==> src/design/pmw_defs.svh <==
`ifndef PMW_DEFS_SVH
`define PMW_DEFS_SVH

// register byte offsets
`define PMW_OFF_CTRL 12'h000
`define PMW_OFF_MODE 12'h004
`define PMW_OFF_STAT 12'h008
`define PMW_OFF_MASK 12'h00C
`define PMW_OFF_RCAUSE 12'h010
`define PMW_OFF_CLK 12'h014
`define PMW_OFF_WCFG 12'h018

// control register fields
`define PMW_CTRL_REQ_LSB 0
`define PMW_CTRL_GO_BIT 2

// requested mode codes written to ctrl[1:0]
`define PMW_REQ_IDLE 2'h1
`define PMW_REQ_STBY 2'h2
`define PMW_REQ_SHDN 2'h3

// interrupt status bits
`define PMW_IRQ_ACTIVE 0
`define PMW_IRQ_WAKE_PIN 1
`define PMW_IRQ_WAKE_RTC 2
`define PMW_IRQ_WAKE_SC 3
`define PMW_IRQ_WAKE_INT 4
`define PMW_IRQ_BOD_LOCK 5
`define PMW_IRQ_W 6

// reset cause codes
`define PMW_RC_POR 2'h0
`define PMW_RC_PIN 2'h1
`define PMW_RC_SHDN_WAKE 2'h2

// clock register fields
`define PMW_CLK_FAST_SEL 0
`define PMW_CLK_SLOW_SEL 1
`define PMW_CLK_SLOW_OUT 2
`define PMW_CLK_RST 3'h0

// wake latencies in ns, and cycle counts at 100 ns
`define PMW_CLK_NS 100
`define PMW_T_IDLE_NS 14000
`define PMW_T_STBY_NS 151000
`define PMW_T_SHDN_NS 1015000
`define PMW_CYC_IDLE (`PMW_T_IDLE_NS / `PMW_CLK_NS)
`define PMW_CYC_STBY (`PMW_T_STBY_NS / `PMW_CLK_NS)
`define PMW_CYC_SHDN (`PMW_T_SHDN_NS / `PMW_CLK_NS)
// share of a wake spent on supply and fast clock before cpu release
`define PMW_CYC_CLK_STABLE 16

`endif

==> src/design/pmw_pkg.sv <==
package pmw_pkg;
  typedef enum logic [2:0] {
    PMW_ACTIVE = 3'b000,
    PMW_IDLE = 3'b001,
    PMW_STBY = 3'b010,
    PMW_SHDN = 3'b011,
    PMW_HELD = 3'b100,
    PMW_WAKE = 3'b101
  } pmw_state_e;
  typedef logic [11:0] pmw_addr_t;
endpackage

==> src/design/pmw_ctrl.sv <==
`timescale 1ns/100ps
`include "pmw_defs.svh"
module pmw_ctrl #(
  parameter int IO_W = 8,
  parameter int CYC_SHDN = `PMW_CYC_SHDN,
  parameter int CYC_STBY = `PMW_CYC_STBY
) (
  // apb slave
  input wire logic pclk,
  input wire logic presetn,
  input wire logic psel,
  input wire logic penable,
  input wire logic pwrite,
  input wire pmw_pkg::pmw_addr_t paddr,
  input wire logic [31:0] pwdata,
  output logic [31:0] prdata,
  output logic pready,
  output logic pslverr,
  output logic irq,
  // asynchronous wake and status pins
  input wire logic reset_pin_n,
  input wire logic [IO_W-1:0] io_pin_in,
  input wire logic rtc_event,
  input wire logic sc_event,
  input wire logic int_event,
  input wire logic bod_low,
  input wire logic fast_clk_stable,
  // io latch
  input wire logic [IO_W-1:0] io_core_out,
  output logic [IO_W-1:0] io_pin_out,
  output logic io_latch_en,
  // power and clock gates
  output logic cpu_clk_en,
  output logic mem_clk_en,
  output logic periph_clk_en,
  output logic radio_clk_en,
  output logic flash_pwr_en,
  output logic always_on_domain_en,
  output logic sensor_ctl_en,
  output logic fast_clk_en,
  output logic fast_crystal_osc_sel,
  output logic slow_crystal_osc_sel,
  output logic slow_clk_out_en,
  output logic brown_out_detector_en,
  output logic core_reset_n,
  output logic active_reached
);
  import pmw_pkg::*;

  // 14 bits hold the longest wake count at 100 ns
  localparam int CNT_W = 14;
  localparam int CYC_IDLE = `PMW_CYC_IDLE;
  localparam int CYC_STAB = `PMW_CYC_CLK_STABLE;

  pmw_state_e state_ff, nxt_state;
  logic [CNT_W-1:0] cnt_ff;
  logic [CNT_W-1:0] wake_len_ff;
  logic from_reset_ff;
  logic [2:0] ctrl_ff;
  logic [`PMW_IRQ_W-1:0] stat_ff, mask_ff;
  logic [1:0] rcause_ff;
  logic [2:0] clk_ff;
  logic [IO_W-1:0] wake_cfg_ff;
  logic [IO_W-1:0] latch_ff;
  logic bod_lock_ff;

  // two-flop synchronisers for every pin-side input
  // reset pin bit starts at its idle high level; a low start would
  // drive every power-on boot through the held state
  logic [IO_W+5:0] sync1_ff, sync2_ff;
  always_ff @(posedge pclk or negedge presetn) begin
    if (!presetn) begin
      sync1_ff <= {1'b1, {(IO_W+5){1'b0}}};
      sync2_ff <= {1'b1, {(IO_W+5){1'b0}}};
    end else begin
      sync1_ff <= {reset_pin_n, io_pin_in, rtc_event, sc_event, int_event, bod_low,
        fast_clk_stable};
      sync2_ff <= sync1_ff;
    end
  end
  logic rst_pin_n_s, rtc_s, sc_s, int_s, bod_s, stable_s;
  logic [IO_W-1:0] io_s;
  assign {rst_pin_n_s, io_s, rtc_s, sc_s, int_s, bod_s, stable_s} = sync2_ff;

  // previous synchronised io for level-change detection
  // starts low like the sync flops, so reset release shows no change
  logic [IO_W-1:0] io_prev_ff;
  always_ff @(posedge pclk or negedge presetn) begin
    if (!presetn) begin
      io_prev_ff <= '0;
    end else begin
      io_prev_ff <= io_s;
    end
  end
  logic pin_change;
  assign pin_change = |((io_s ^ io_prev_ff) & wake_cfg_ff);

  // apb decode; always ready, one access cycle
  // no wait states: every readable value already sits in a flop
  logic wr, rd;
  logic addr_ok;
  assign wr = psel & penable & pwrite;
  assign rd = psel & penable & ~pwrite;
  assign pready = 1'b1;
  always_comb begin
    case (paddr)
      `PMW_OFF_CTRL, `PMW_OFF_MODE, `PMW_OFF_STAT, `PMW_OFF_MASK,
      `PMW_OFF_RCAUSE, `PMW_OFF_CLK, `PMW_OFF_WCFG: addr_ok = 1'b1;
      default: addr_ok = 1'b0;
    endcase
  end
  assign pslverr = psel & penable & ~addr_ok;

  // read data muxed from flops; stands through the access phase
  always_comb begin
    case (paddr)
      `PMW_OFF_CTRL: prdata = {29'h0, ctrl_ff};
      `PMW_OFF_MODE: prdata = {29'h0, state_ff};
      `PMW_OFF_STAT: prdata = {26'h0, stat_ff};
      `PMW_OFF_MASK: prdata = {26'h0, mask_ff};
      `PMW_OFF_RCAUSE: prdata = {30'h0, rcause_ff};
      `PMW_OFF_CLK: prdata = {29'h0, clk_ff};
      `PMW_OFF_WCFG: prdata = {{(32-IO_W){1'b0}}, wake_cfg_ff};
      default: prdata = 32'h0;
    endcase
  end

  // software-written config; all but the wake pin enables lost through shutdown since core reset reloads it
  // go only acts in active; the sequencer drops it elsewhere
  logic go;
  assign go = wr && paddr == `PMW_OFF_CTRL && pwdata[`PMW_CTRL_GO_BIT];
  always_ff @(posedge pclk or negedge presetn) begin
    if (!presetn) begin
      ctrl_ff <= 3'h0;
      mask_ff <= '0;
      clk_ff <= `PMW_CLK_RST;
      wake_cfg_ff <= '0;
    end else if (state_ff == PMW_SHDN || state_ff == PMW_HELD) begin
      // registers lost
      // wake pin enables kept, else only the reset pin could end a shutdown
      ctrl_ff <= 3'h0;
      mask_ff <= '0;
      clk_ff <= `PMW_CLK_RST;
    end else if (wr) begin
      if (paddr == `PMW_OFF_CTRL) ctrl_ff <= {1'b0, pwdata[1:0]};
      if (paddr == `PMW_OFF_MASK) mask_ff <= pwdata[`PMW_IRQ_W-1:0];
      if (paddr == `PMW_OFF_CLK) clk_ff <= pwdata[2:0];
      if (paddr == `PMW_OFF_WCFG) wake_cfg_ff <= pwdata[IO_W-1:0];
    end
  end

  // wake event qualification per mode
  // the interrupt line alone never ends standby or shutdown
  logic wake_idle, wake_stby;
  assign wake_idle = int_s | rtc_s | sc_s | pin_change;
  // sensor wakes cpu only via its configured event
  assign wake_stby = rtc_s | sc_s | pin_change;

  // mode sequencer
  // active leaves only on a go write or a held reset pin
  // every sleep mode returns through wake, never straight to active
  // held reset overrides all, so the reset pin always wins
  always_comb begin
    nxt_state = state_ff;
    case (state_ff)
      PMW_ACTIVE: begin
        if (go) begin
          case (pwdata[1:0])
            `PMW_REQ_IDLE: nxt_state = PMW_IDLE;
            // software must avoid standby on weak supply
            `PMW_REQ_STBY: nxt_state = PMW_STBY;
            `PMW_REQ_SHDN: nxt_state = PMW_SHDN;
            default: nxt_state = PMW_ACTIVE;
          endcase
        end
      end
      PMW_IDLE: if (wake_idle) nxt_state = PMW_WAKE;
      PMW_STBY: if (wake_stby) nxt_state = PMW_WAKE;
      // pin change acts as reset trigger
      PMW_SHDN: if (pin_change) nxt_state = PMW_WAKE;
      PMW_HELD: nxt_state = PMW_WAKE;
      PMW_WAKE: begin
        if (cnt_ff >= wake_len_ff && !bod_lock_ff) nxt_state = PMW_ACTIVE;
      end
      default: nxt_state = PMW_ACTIVE;
    endcase
    // reset pin wakes from every mode
    if (!rst_pin_n_s) nxt_state = PMW_HELD;
  end

  // counts assume a 100 ns pclk; another clock needs new parameters
  // wake length chosen on entry
  always_ff @(posedge pclk or negedge presetn) begin
    if (!presetn) begin
      state_ff <= PMW_WAKE;
      cnt_ff <= '0;
      wake_len_ff <= CNT_W'(CYC_SHDN);
      from_reset_ff <= 1'b1;
    end else begin
      state_ff <= nxt_state;
      // counter rearms only on entry, so a late event cannot restart a wake
      if (nxt_state == PMW_WAKE && state_ff != PMW_WAKE) begin
        cnt_ff <= '0;
        from_reset_ff <= state_ff == PMW_SHDN || state_ff == PMW_HELD;
        case (state_ff)
          PMW_IDLE: wake_len_ff <= CNT_W'(CYC_IDLE);
          PMW_STBY: wake_len_ff <= CNT_W'(CYC_STBY);
          default: wake_len_ff <= CNT_W'(CYC_SHDN);
        endcase
      end else if (state_ff == PMW_WAKE && cnt_ff < wake_len_ff) begin
        // hold count until fast clock stable past stabilise point
        if (cnt_ff < CNT_W'(CYC_STAB) || stable_s) cnt_ff <= cnt_ff + 1'b1;
      end
    end
  end

  // held pin wins over a shutdown wake in the same cycle
  // reset cause capture
  always_ff @(posedge pclk or negedge presetn) begin
    if (!presetn) begin
      rcause_ff <= `PMW_RC_POR;
    end else if (state_ff == PMW_HELD) begin
      rcause_ff <= `PMW_RC_PIN;
    end else if (state_ff == PMW_SHDN && nxt_state == PMW_WAKE) begin
      rcause_ff <= `PMW_RC_SHDN_WAKE;
    end
  end

  // no register write frees the lock; a device on a sagging supply stays put
  // brown-out lock, sampled in standby gaps, cleared only by reset
  always_ff @(posedge pclk or negedge presetn) begin
    if (!presetn) begin
      bod_lock_ff <= 1'b0;
    end else if (state_ff == PMW_HELD) begin
      bod_lock_ff <= 1'b0;
    end else if (state_ff == PMW_STBY && bod_s) begin
      bod_lock_ff <= 1'b1;
    end
  end

  // io latch: capture on entry to standby or shutdown, hold meanwhile
  // core values tracked only in active, so the last active value is kept
  always_ff @(posedge pclk or negedge presetn) begin
    if (!presetn) begin
      latch_ff <= '0;
    end else if (state_ff == PMW_ACTIVE) begin
      latch_ff <= io_core_out;
    end
  end
  logic latched;
  assign latched = state_ff == PMW_STBY || state_ff == PMW_SHDN ||
    (state_ff == PMW_WAKE && from_reset_ff);
  always_ff @(posedge pclk or negedge presetn) begin
    if (!presetn) begin
      io_pin_out <= '0;
      io_latch_en <= 1'b0;
    end else begin
      io_latch_en <= latched;
      io_pin_out <= latched ? latch_ff : io_core_out;
    end
  end

  // interrupt status; set beats write-one-clear
  // wake causes logged only outside active, where they mean a wake
  logic [`PMW_IRQ_W-1:0] ev;
  always_comb begin
    ev = '0;
    ev[`PMW_IRQ_ACTIVE] = state_ff == PMW_WAKE && nxt_state == PMW_ACTIVE;
    ev[`PMW_IRQ_WAKE_PIN] = pin_change && state_ff != PMW_ACTIVE;
    ev[`PMW_IRQ_WAKE_RTC] = rtc_s && (state_ff == PMW_IDLE || state_ff == PMW_STBY);
    ev[`PMW_IRQ_WAKE_SC] = sc_s && (state_ff == PMW_IDLE || state_ff == PMW_STBY);
    ev[`PMW_IRQ_WAKE_INT] = int_s && state_ff == PMW_IDLE;
    ev[`PMW_IRQ_BOD_LOCK] = state_ff == PMW_STBY && bod_s && !bod_lock_ff;
  end
  always_ff @(posedge pclk or negedge presetn) begin
    if (!presetn) begin
      stat_ff <= '0;
    end else if (state_ff == PMW_SHDN || state_ff == PMW_HELD) begin
      // old status lost; the waking event still lands
      stat_ff <= ev;
    end else if (wr && paddr == `PMW_OFF_STAT) begin
      stat_ff <= (stat_ff & ~pwdata[`PMW_IRQ_W-1:0]) | ev;
    end else begin
      stat_ff <= stat_ff | ev;
    end
  end
  // irq from flops only, so a clear takes it low at once
  assign irq = |(stat_ff & mask_ff);

  // gates derived from mode
  // every gate is a flop, so no gate glitches while the state settles
  logic run, wake_late;
  assign run = state_ff == PMW_ACTIVE;
  assign wake_late = state_ff == PMW_WAKE && cnt_ff >= CNT_W'(CYC_STAB) && stable_s;
  always_ff @(posedge pclk or negedge presetn) begin
    if (!presetn) begin
      cpu_clk_en <= 1'b0;
      mem_clk_en <= 1'b0;
      periph_clk_en <= 1'b0;
      radio_clk_en <= 1'b0;
      flash_pwr_en <= 1'b0;
      always_on_domain_en <= 1'b1;
      sensor_ctl_en <= 1'b0;
      fast_clk_en <= 1'b0;
      core_reset_n <= 1'b0;
      active_reached <= 1'b0;
      brown_out_detector_en <= 1'b0;
    end else begin
      // active runs all; cpu clock only once wake is done
      cpu_clk_en <= run;
      mem_clk_en <= run;
      active_reached <= run;
      periph_clk_en <= run || state_ff == PMW_IDLE;
      radio_clk_en <= run || state_ff == PMW_IDLE;
      flash_pwr_en <= run || state_ff == PMW_IDLE || wake_late;
      always_on_domain_en <= state_ff != PMW_SHDN && state_ff != PMW_HELD;
      sensor_ctl_en <= state_ff == PMW_ACTIVE || state_ff == PMW_IDLE ||
        state_ff == PMW_STBY;
      // supply and fast clock up first during wake
      fast_clk_en <= run || state_ff == PMW_IDLE || state_ff == PMW_WAKE;
      // standby and idle wakes skip reset
      core_reset_n <= !(state_ff == PMW_HELD || state_ff == PMW_SHDN ||
        (state_ff == PMW_WAKE && from_reset_ff && !wake_late));
      // detector duty cycled: off in standby gaps
      brown_out_detector_en <= run || state_ff == PMW_IDLE || state_ff == PMW_WAKE;
    end
  end

  // slow clock out drops in shutdown, when the always-on domain is off
  // fast source select; slow source; slow clock out
  always_ff @(posedge pclk or negedge presetn) begin
    if (!presetn) begin
      fast_crystal_osc_sel <= 1'b0;
      slow_crystal_osc_sel <= 1'b0;
      slow_clk_out_en <= 1'b0;
    end else begin
      fast_crystal_osc_sel <= clk_ff[`PMW_CLK_FAST_SEL];
      slow_crystal_osc_sel <= clk_ff[`PMW_CLK_SLOW_SEL];
      slow_clk_out_en <= clk_ff[`PMW_CLK_SLOW_OUT] && state_ff != PMW_SHDN;
    end
  end
endmodule

==> config.mk <==
export PLATFORM = sky130hd
export DESIGN_NAME = pmw_ctrl
export DESIGN_NICKNAME = d
export VERILOG_FILES = /design/src/design/pmw_pkg.sv /design/src/design/pmw_ctrl.sv
export VERILOG_INCLUDE_DIRS = /design/src /design/src/design
export SDC_FILE = /design/constraint.sdc
export NUM_CORES = 1
export LEC_CHECK = 0
export BUFFER_PORTS_ARGS = -buffer_cell sky130_fd_sc_hd__buf_2
export CAP_MARGIN = 20
export CORE_ASPECT_RATIO = 0.5
export CORE_UTILIZATION = 48
export DETAILED_ROUTE_END_ITERATION = 7
export HOLD_SLACK_MARGIN = 0.02
export MAX_ROUTING_LAYER = met4
export PLACE_DENSITY_LB_ADDON = 0.3
export SLEW_MARGIN = 30
export SYNTH_ARGS = -nofsm -noshare
export SYNTH_HDL_FRONTEND = slang
export SYNTH_SLANG_ARGS = --single-unit
==> constraint.sdc <==
create_clock -name pclk -period 2.2 [get_ports pclk]
set_input_delay 0.11 -clock pclk [delete_from_list [all_inputs] [get_ports pclk]]
set_output_delay 0.11 -clock pclk [all_outputs]
set_load 0.005 [all_outputs]
==> summary.txt, run 1 <==
# DRC = 0
Netlist cell types = 56
Post-synth ARST share = 1.000
R2R Path Start = wake_len_ff[10]
largest net degree at the start of global routing = 114
vias in the first global route = 3,931
CTS Buf Count = 17
power per cell area = 773.2 nW/um^2
DRT Wirelength = 12.71 mm
Port-buffer cells = 79
ANT nets after route = 0
first-pass GRT wire length = 19.58 mm
detailed placement HPWL = 7.702 mm
Diodes inserted = 0
most frequent cells in the layout = dfrtp_1, buf_2, nor2_1
CTS tree = built
initial antenna violation count = 0
Die ar. = 11,160 um^2
Synth Instances = 457
actual slew at the worst max-slew pin = 0.6730 ns
syn_area_per_cell = 11.26 um^2
Critical path buffers and inverters = 3
Peak Freq = 418.3 MHz
GRT Overall Usage = 0.2461
maxcap violations = 0
ys flop type = dfrtp_1
failing checks = negative setup slack
top cell type's share of synthesized area = 0.5107
Ports = 129
Rel. slew slack = 0.5500
vias post-DR = 3,961
Root Buffer = clkbuf_16
Max FO, Critical Path = 6
Bufs on Longest Clock Path = 2
Nets = 688
slowest CP cell = dfstp_2
period utilization = 1.087
post-layout instance area = 7076 um^2
slowest stage delay, CP = 0.55 ns
overall die height = 75.21 um
# H-tree levels = 4
row count = 26
Pre-antenna DRT Iters = 4
vias per inst = 5.205
Routed wire per std cell = 16.71 um
1st-iter DRT viols = 200
ranking of synthesized cells by area = dfrtp_1, mux2_2, buf_4
hold path startpoint = pwdata[0]
RSZ-0062 raised after global routing = yes
area grow syn2layout = 37.52%
commonest non-fill, non-tap cell in the layout = dfrtp_1
total global routing overflow = 0
Fin. Hold Viols = 0
Worst EP arrival = 2.69 ns
endpoints failing setup = 16
Leakage = 3.383 nW
Clock Sinks = 113
Starting Density = 0.4989
sequential share of the synthesized area = 0.5516
Core ar. = 10,310 um^2
hold crit path type = in2reg
yosys warns = 0
share of layout cells above drive strength 1 = 0.3784
die extent in x = 148.4 um
Clock Pin Slew Worst Setup and Hold Paths = 0.05 ns
Final Worst Setup Slack = -0.1905 ns
Startpoint Class = register
worst-skew pair later-pin latency = 0.42 ns
Clock Skews = 0.01482 ns
delay-heaviest family, CP = flip-flops
status = complete, but fails checks
CP Class = reg2reg
fin. max-slew vios = 0
placed inst area = 5842 um^2
Max VDD drop = 0.0004984 V
largest area contributor in the netlist = dfrtp_1
final setup TNS = -1.370 ns
Placer Congestion = 0.8606
Mapped Area = 5145 um^2
EDFF count, synth = 0
FF+latch count, synth = 113
minimum hold slack = 0.04737 ns
crit end category = register
crit-path cells = inv_4, ha_4, nand4bb_1, nor2_2, a211oi_2, o2111ai_2, buf_6, buf_4, nor3_4, xnor2_1, nor2_1
final worst path period need = 2.390 ns
start point of the critical path = wake_len_ff[10]
Required @ worst endpoint = 2.50 ns
==> flip-flops by register name (all words and copies together), names as in the netlist, 2 cells and up <==
name / flops
rcause_ff: 2
clk_ff: 3
mask_ff: 6
io_prev_ff: 8
io_pin_out: 8
latch_ff: 8
sync2_ff: 14
cnt_ff: 14
ctrl_ff: 2
wake_len_ff: 4
wake_cfg_ff: 8
state_ff: 3
stat_ff: 6
sync1_ff: 14
==> routing by layer <==
metal  wire [um]  track usage
met1        5530       0.3021
met2        6153       0.3798
met3         711      0.06727
met4         318       0.1283
met5           0            -
==> cells in the mapped netlist (2+ instances only) <==
| cell type | number |
|---|---|
| inv_1 | 15 |
| nand3b_1 | 2 |
| a22o_1 | 2 |
| nor3_1 | 15 |
| clkbuf_1 | 6 |
| mux2i_1 | 21 |
| nor4_1 | 4 |
| xor2_1 | 9 |
| a22oi_1 | 9 |
| nor2b_1 | 2 |
| dfrtp_1 | 105 |
| buf_1 | 3 |
| o221ai_1 | 2 |
| nand4_1 | 8 |
| nor2_1 | 46 |
| mux2_2 | 26 |
| a21oi_1 | 16 |
| and2_1 | 4 |
| ha_1 | 9 |
| buf_2 | 4 |
| nor3b_1 | 2 |
| nand2b_1 | 4 |
| conb_1 | 2 |
| a221oi_1 | 2 |
| nand2_1 | 29 |
| a21boi_0 | 3 |
| o211ai_1 | 2 |
| a2bb2oi_1 | 2 |
| o21ai_0 | 10 |
| xnor2_1 | 13 |
| o31ai_1 | 3 |
| dfstp_2 | 8 |
| buf_4 | 30 |
| nand3_1 | 12 |
| or2_2 | 2 |
| and3_1 | 5 |
==> worst paths after layout <==
path / slack [ns] / depth (start not counted) / to
worst max-delay path: -0.19 / 11 / cnt_ff[12]
worst min-delay path: 0.05 / 2 / wake_cfg_ff[0]
worst max register to register: -0.19 / 11 / cnt_ff[12]
worst min register to register: 0.34 / 0 / sync2_ff[4]
max in group asynchronous: 1.44 / 3 / cnt_ff[1]
min in group asynchronous: 0.33 / 3 / sensor_ctl_en
==> layout make-up <==
cell class,count,area [um^2]
Sequential cell,113,2838
Clock buffer,19,432.9
Fill cell,727,3237
Timing Repair Buffer,153,1087
Tap cell,140,175.2
Inverter,15,58.81
Multi-Input combinational cell,308,2344
Clock inverter,13,140.1
==> worst register-to-register path, stage by stage, from the launching register on <==
cell,delay (ns)
dfstp_2,0.55
inv_4,0.06
ha_4,0.22
nand4bb_1,0.14
nor2_2,0.07
a211oi_2,0.28
o2111ai_2,0.23
buf_6,0.22
buf_4,0.15
nor3_4,0.11
xnor2_1,0.16
nor2_1,0.08
==> per-stage QoR <==
stage	power, mW	instances	util	worst slack (ns)
after floorplan	2.565	480	-	0.002803
after global placement	2.734	690	0.5665	-0.06108
after detailed placement	2.748	690	0.5665	-0.1933
after CTS	5.477	755	0.6683	-0.1384
after global routing	5.685	761	0.6861	-0.2783
final	5.471	761	0.6861	-0.1905
==> logic make-up (layout without fill, tap and decap cells) <==
logic type	Yosys count	count (layout)	share of synthesized area
flops	113	113	0.5516
fa+ha+maj	9	9	0.02189
buf+inv	59	200	0.06736
simple gates	141	141	0.1338
other cells	2	25	0.001460
mux	48	48	0.1007
compound gates	63	63	0.08585
xor+xnor	22	22	0.03745
==> power by group <==
part           switching, mW  internal (mW)  total, mW  leakage, nW
Clock                  0.979           1.66       2.64        0.269
Sequential            0.0808           2.21       2.30         1.44
Combinational          0.271          0.264      0.536         1.67
==> repair_timing <==
action | in CTS | in global routing
hold buffers | 28 | 0
setup buffers | 4 | 8
hold endpoints to repair | 143 | 0
resized for setup | 30 | 28
gates cloned | 1 | 0
pin swaps | 20 | 26
setup endpoints to repair | 16 | 31
No activity file was read; power rests on OpenSTA's default activity.
==> inputs of run 2 (changes only) <==
ABC_CLOCK_PERIOD_IN_PS = 2200   (was not set)
CORE_ASPECT_RATIO = 1.5   (was 0.5)
CORE_MARGIN = 5   (was not set)
==> run 2 against run 1 <==
Net effect: the flow still finishes with violations (negative setup slack); critical endpoint is now wake_len_ff[9]; hold slack got worse by 0.0063 ns; utilization fell by 1.6 points; critical path depth did not move; wire length rose by 1.7%; sequential share of layout area rose by 0.11 points; flip-flop and latch count did not move; combinational power rose by 2%; sequential power barely moved; global-route usage fell by 3.3 points.
==> summary.txt, run 2 (synthesized netlist as in run 1, its figures left out) <==
Starting Density = 0.4885 (-0.01043)
Fin. Hold Viols = 0 (unchanged)
failing checks = negative setup slack
most frequent cells in the layout = dfrtp_1, buf_2, nor2_1
vias in the first global route = 4,256 (+8.3%)
crit end category = register
Sw Share = 0.2370 (-0.006273)
Rel. slew slack = 0.6077 (+0.05769)
actual slew at the worst max-slew pin = 0.5884 ns (-0.08465 ns)
Port-buffer cells = 79 (unchanged)
row count = 46 (+77%)
period utilization = 1.092 (+0.005248)
Max VDD drop = 0.0006602 V (+32%)
Largest regs = cnt_ff x14, sync1_ff x14, sync2_ff x14
RSZ-0062 raised after global routing = yes
1st-iter DRT viols = 288 (+44%)
CP Class = reg2reg
Clock Skews = 0.006546 ns (-0.008271 ns)
Worst Hold Depth = 2 (unchanged)
die extent in x = 94.53 um (-36%)
Combinational Power Share = 0.097 (about the same)
Placer Congestion = 0.8853 (+2.9%)
ANT nets after route = 0 (unchanged)
R2R Path Start = wake_len_ff[10]
cells on worst reg2reg path = 11 (unchanged)
CTS Buf Count = 17 (unchanged)
Startpoint Class = register
detailed placement HPWL = 8.525 mm (+11%)
Clock Pin Slew Worst Setup and Hold Paths = 0.05 ns (about the same)
share of layout cells above drive strength 1 = 0.3688 (-0.009662)
slowest stage delay, CP = 0.55 ns (about the same)
Pre-antenna DRT Iters = 5 (+1)
hold path startpoint = pwdata[0]
maxcap violations = 0 (unchanged)
Peak Freq = 416.3 MHz (-0.48%)
Root Buffer = clkbuf_16
vias post-DR = 3,998 (+0.93%)
Cell Int Power = 4.322 mW (+4.4%)
Max FO, Critical Path = 8 (+2)
sw power = 1.342 mW (+0.87%)
worst-skew pair later-pin latency = 0.41 ns (about the same)
Nets = 688 (unchanged)
Final Non-Filler Cells = 765 (+0.53%)
GRT Overall Usage = 0.2135 (-0.03261)
status = complete, but fails checks
total global routing overflow = 0 (unchanged)
Ports = 129 (unchanged)
minimum hold slack = 0.04103 ns (-0.006343 ns)
commonest non-fill, non-tap cell in the layout = dfrtp_1
Die ar. = 12,930 um^2 (+16%)
final worst path period need = 2.402 ns (+0.01155 ns)
DRT Wirelength = 12.93 mm (+1.7%)
Leakage = 3.353 nW (-0.89%)
Diodes inserted = 0 (unchanged)
Final Power = 5.664 mW (+3.5%)
Hold Path Sink = wake_cfg_ff[0]
hold crit path type = in2reg
area grow syn2layout = 37.16%
Bufs on Longest Clock Path = 2 (unchanged)
fin. max-slew vios = 0 (unchanged)
Routed wire per std cell = 16.90 um (+1.2%)
crit-path cells = inv_4, ha_4, o31ai_2, nand2b_1, a211oi_2, buf_4, a21oi_4, a221oi_4, buf_6, buf_12, mux2i_1
Required @ worst endpoint = 2.53 ns (+0.03 ns)
vias per inst = 5.226 (+0.41%)
Core ar. = 10,530 um^2 (+2.1%)
clock share of power = 0.497 (+0.014)
first-pass GRT wire length = 20.38 mm (+4.0%)
# H-tree levels = 4 (unchanged)
flop2flop setup slack = -0.20 ns (about the same)
Placed Cells = 694 (+0.58%)
Reg power frac = 0.407 (-0.013)
Clock Sinks = 113 (unchanged)
FF-to-FF End = wake_len_ff[9]
endpoints failing setup = 22 (+6)
initial antenna violation count = 0 (unchanged)
CTS tree = built
slowest CP cell = dfstp_2
overall die height = 136.8 um (+82%)
Final Worst Setup Slack = -0.2020 ns (-0.01155 ns)
# DRC = 0 (unchanged)
power per cell area = 802.7 nW/um^2 (+3.8%)
Worst EP arrival = 2.73 ns (+0.04 ns)
largest net degree at the start of global routing = 114 (unchanged)
-- run 2: area by class of cell --
cell class / count / area [um^2]
Tap cell: 144 / 180.2
Fill cell: 783 / 3476
Timing Repair Buffer: 153 / 1084
Clock inverter: 13 / 175.2
Inverter: 15 / 58.81
Clock buffer: 19 / 442.9
Sequential cell: 113 / 2838
Multi-Input combinational cell: 308 / 2278
-- run 2: critical path, delay by kind of cell (launching register included) --
kind	cells	cell delay [ns]
compound gates	4	0.80
flops	1	0.55
buf+inv	4	0.51
mux	1	0.18
fa+ha+maj	1	0.16
simple gates	1	0.12
-- run 2: per-stage QoR --
step	setup WS [ns]	utilization	area [um^2]	TNS [ns]
final	-0.2020	0.6700	7057	-2.842
after global routing	-0.2734	0.6700	7057	-4.440
after CTS	-0.1130	0.6549	6898	-0.8033
after detailed placement	-0.2155	0.5551	5847	-1.942
after global placement	-0.09177	0.5551	5847	-0.5138
after floorplan	0.002803	-	5271	0
-- run 2: power by group through the flow --
| stage | Sequential (mW) | Combinational [mW] | Clock, mW |
|---|---|---|---|
| 2_1_floorplan | 2.31 | 0.257 | 0 |
| 4_1_cts | 2.30 | 0.491 | 2.85 |
| 6_report | 2.30 | 0.547 | 2.81 |
| 3_5_place_dp | 2.33 | 0.428 | 0 |
| 5_1_grt | 2.32 | 0.596 | 2.98 |
| 3_3_place_gp | 2.32 | 0.410 | 0 |
-- run 2: metal layers --
layer / vias to the layer above / wire length [um] / track usage
li1: 1840 / - / -
met1: 1960 / 4676 / 0.2182
met2: 160 / 7122 / 0.3815
met3: 38 / 692 / 0.05171
met4: 0 / 437 / 0.09791
met5: - / 0 / -
-- run 2: worst max-delay path by stage --
stage                                from              to  slack (ns)  cells past startpoint
after floorplan            wake_len_ff[9]   from_reset_ff       0.003                      8
after global placement    wake_len_ff[10]       cnt_ff[7]       -0.09                     10
after detailed placement  wake_len_ff[10]       cnt_ff[6]       -0.22                     10
after CTS                 wake_len_ff[10]      cnt_ff[13]       -0.11                     10
after global routing      wake_len_ff[10]  wake_len_ff[9]       -0.27                     11
final                     wake_len_ff[10]  wake_len_ff[9]       -0.20                     11
-- run 2: timing repair --
action	CTS	global route
gates cloned	1	1
gates resized for setup	16	22
setup endpoints to repair	21	22
hold buffers	28	0
buffers inserted	3	6
pin swaps	10	9
endpoints found under the hold margin	143	0
==> inputs of run 3 (changes only) <==
BUFFER_PORTS_ARGS = not set   (was -buffer_cell sky130_fd_sc_hd__buf_2)
CORE_UTILIZATION = 51   (was 48)
DONT_BUFFER_PORTS = 1   (was not set)
==> run 3 against run 2 <==
Net effect: the flow finishes with violations (negative hold slack, negative setup slack); non-clock buffer count is 92 lower; critical path depth is 1 lower; final cell count is 16% lower; sequential share of layout area is 3.5 points higher; wire length is 6.8% lower; critical endpoint is now cnt_ff[13]; largest cell class unchanged.
==> summary.txt, run 3 (synthesized netlist as in run 1, its figures left out) <==
status = complete, but fails checks
failing checks = negative hold slack, negative setup slack
Max FO, Critical Path = 4 (-4)
CTS tree = built
fin. max-slew vios = 0 (unchanged)
Placer Congestion = 0.8321 (-6.0%)
hold crit path type = in2async
Hold-fix buffers, CTS = 30 (+7.1%)
slowest stage delay, CP = 0.55 ns (about the same)
clock share of power = 0.504 (+0.007)
Diodes inserted = 0 (unchanged)
FF-to-FF End = cnt_ff[13]
Port-buffer cells = 0 (-100%)
1st-iter DRT viols = 207 (-28%)
GRT Overall Usage = 0.2111 (-0.002391)
CP Class = reg2reg
Ports = 129 (unchanged)
Rel. slew slack = 0.6172 (+0.009416)
Core ar. = 10,020 um^2 (-4.8%)
crit end category = register
Routed wire per std cell = 18.68 um (+10%)
slowest CP cell = dfstp_2
crit-path cells = inv_4, ha_4, nand4b_1, o211ai_1, a211oi_2, o2111ai_2, buf_4, nor4_4, xnor2_1, nor2_1
R2R Path Start = wake_len_ff[10]
endpoints failing setup = 19 (-14%)
Final Worst Setup Slack = -0.1569 ns (+0.04513 ns)
Reg power frac = 0.427 (+0.020)
detailed placement HPWL = 7.875 mm (-7.6%)
power per cell area = 831.8 nW/um^2 (+3.6%)
vias post-DR = 3,697 (-7.5%)
CTS Buf Count = 17 (unchanged)
Die ar. = 12,240 um^2 (-5.4%)
largest net degree at the start of global routing = 114 (unchanged)
Leakage = 2.951 nW (-12%)
area taken by flip-flops and latches = 2838 um^2 (unchanged)
first-pass GRT wire length = 19.48 mm (-4.4%)
final worst path period need = 2.357 ns (-0.04513 ns)
Required @ worst endpoint = 2.49 ns (-0.04 ns)
Largest regs = cnt_ff x14, sync1_ff x14, sync2_ff x14
die extent in x = 92.01 um (-2.7%)
commonest non-fill, non-tap cell in the layout = dfrtp_1
share of layout cells above drive strength 1 = 0.2481 (-0.1207)
placed inst area = 5335 um^2 (-8.8%)
DRT Wirelength = 12.05 mm (-6.8%)
Bufs on Longest Clock Path = 2 (unchanged)
Place WS = -0.1620 ns (+0.05349 ns)
Sw Share = 0.2177 (-0.01927)
Clock Skews = 0.006591 ns (+0.00004585 ns)
Fin. Hold Viols = 113 (+113)
Combinational Power Share = 0.069 (-0.028)
Multi-input gate area = 2278 um^2 (unchanged)
Clock Sinks = 113 (unchanged)
delay-heaviest family, CP = compound AO/OA/AOI/OAI gates
vias per inst = 5.732 (+9.7%)
flop2flop setup slack = -0.16 ns (+0.05 ns)
Starting Density = 0.5134 (+0.02488)
post-layout instance area = 6486 um^2 (-8.1%)
Fillers = 768 (-1.9%)
Clock Pin Slew Worst Setup and Hold Paths = 0.05 ns (about the same)
Peak Freq = 424.3 MHz (+1.9%)
period utilization = 1.071 (-0.02051)
# DRC = 0 (unchanged)
Startpoint Class = register
worst-skew pair later-pin latency = 0.40 ns (about the same)
Critical path buffers and inverters = 2 (-2)
cells on worst reg2reg path = 10 (-1)
Max VDD drop = 0.0007143 V (+8.2%)
row count = 45 (-2.2%)
# H-tree levels = 4 (unchanged)
Nets = 596 (-13%)
Worst EP arrival = 2.65 ns (-0.08 ns)
minimum hold slack = -0.6018 ns (-0.6428 ns)
vias in the first global route = 3,874 (-9.0%)
total global routing overflow = 0 (unchanged)
Final Power = 5.396 mW (-4.7%)
ANT nets after route = 0 (unchanged)
initial antenna violation count = 0 (unchanged)
overall die height = 133.0 um (-2.8%)
actual slew at the worst max-slew pin = 0.5727 ns (-0.01573 ns)
Cell Int Power = 4.221 mW (-2.3%)
sw power = 1.175 mW (-12%)
RSZ-0062 raised after global routing = yes
Root Buffer = clkbuf_16
area grow syn2layout = 26.07%
maxcap violations = 0 (unchanged)
most frequent cells in the layout = dfrtp_1, nor2_1, dlygate4sd3_1
Pre-antenna DRT Iters = 8 (+3)
-- run 3: final cells by class --
| type | instances | share of cell area |
|---|---|---|
| sequential | 113 | 0.4375 |
| multi-input combinational | 308 | 0.3513 |
| timing repair buffer | 61 | 0.08700 |
| clock inverter | 8 | 0.01582 |
| inverter | 15 | 0.009066 |
| clock buffer | 23 | 0.07677 |
| tap | 117 | 0.02257 |
-- run 3: routing by layer --
layer / global-route usage / routed length [um] / vias up
met5: - / 0 / -
met4: 0.1008 / 297 / 0
met2: 0.3602 / 6496 / 164
li1: - / - / 1669
met3: 0.05518 / 747 / 26
met1: 0.2265 / 4504 / 1838
-- run 3: how the worst max path moves through the flow --
stage	start	endpoint	depth (start not counted)
floorplan	wake_len_ff[9]	from_reset_ff	8
global placement	wake_len_ff[10]	cnt_ff[4]	11
detailed placement	wake_len_ff[10]	cnt_ff[11]	10
CTS	wake_len_ff[10]	cnt_ff[9]	10
global route	wake_len_ff[10]	cnt_ff[13]	10
finish	wake_len_ff[10]	cnt_ff[13]	10
-- run 3: through the flow --
| stage | TNS (ns) | hold WS [ns] | util | std cells |
|---|---|---|---|---|
| after detailed placement | -2.016 | -0.1833 | 0.5323 | 579 |
| after global placement | -1.405 | -0.1825 | 0.5323 | 579 |
| after floorplan | 0 | -0.1856 | - | 480 |
| after CTS | -1.381 | -0.6148 | 0.6378 | 641 |
| after global routing | -4.116 | -0.6276 | 0.6472 | 645 |
| final | -2.075 | -0.6018 | 0.6472 | 645 |
-- run 3: what timing repair did --
action,4_1_cts,5_1_grt
setup endpoints to repair,20,22
buffers inserted,0,4
gates cloned,1,0
hold endpoints to repair,169,113
gates resized for setup,29,11
pin swaps,17,9
-- run 3: power by group through the flow --
| stage | combinational, mW | sequential, mW | clock, mW |
|---|---|---|---|
| after floorplan | 0.257 | 2.31 | 0 |
| after global placement | 0.266 | 2.33 | 0 |
| after detailed placement | 0.282 | 2.34 | 0 |
| after CTS | 0.357 | 2.31 | 2.77 |
| after global routing | 0.406 | 2.32 | 2.89 |
| final | 0.371 | 2.31 | 2.72 |
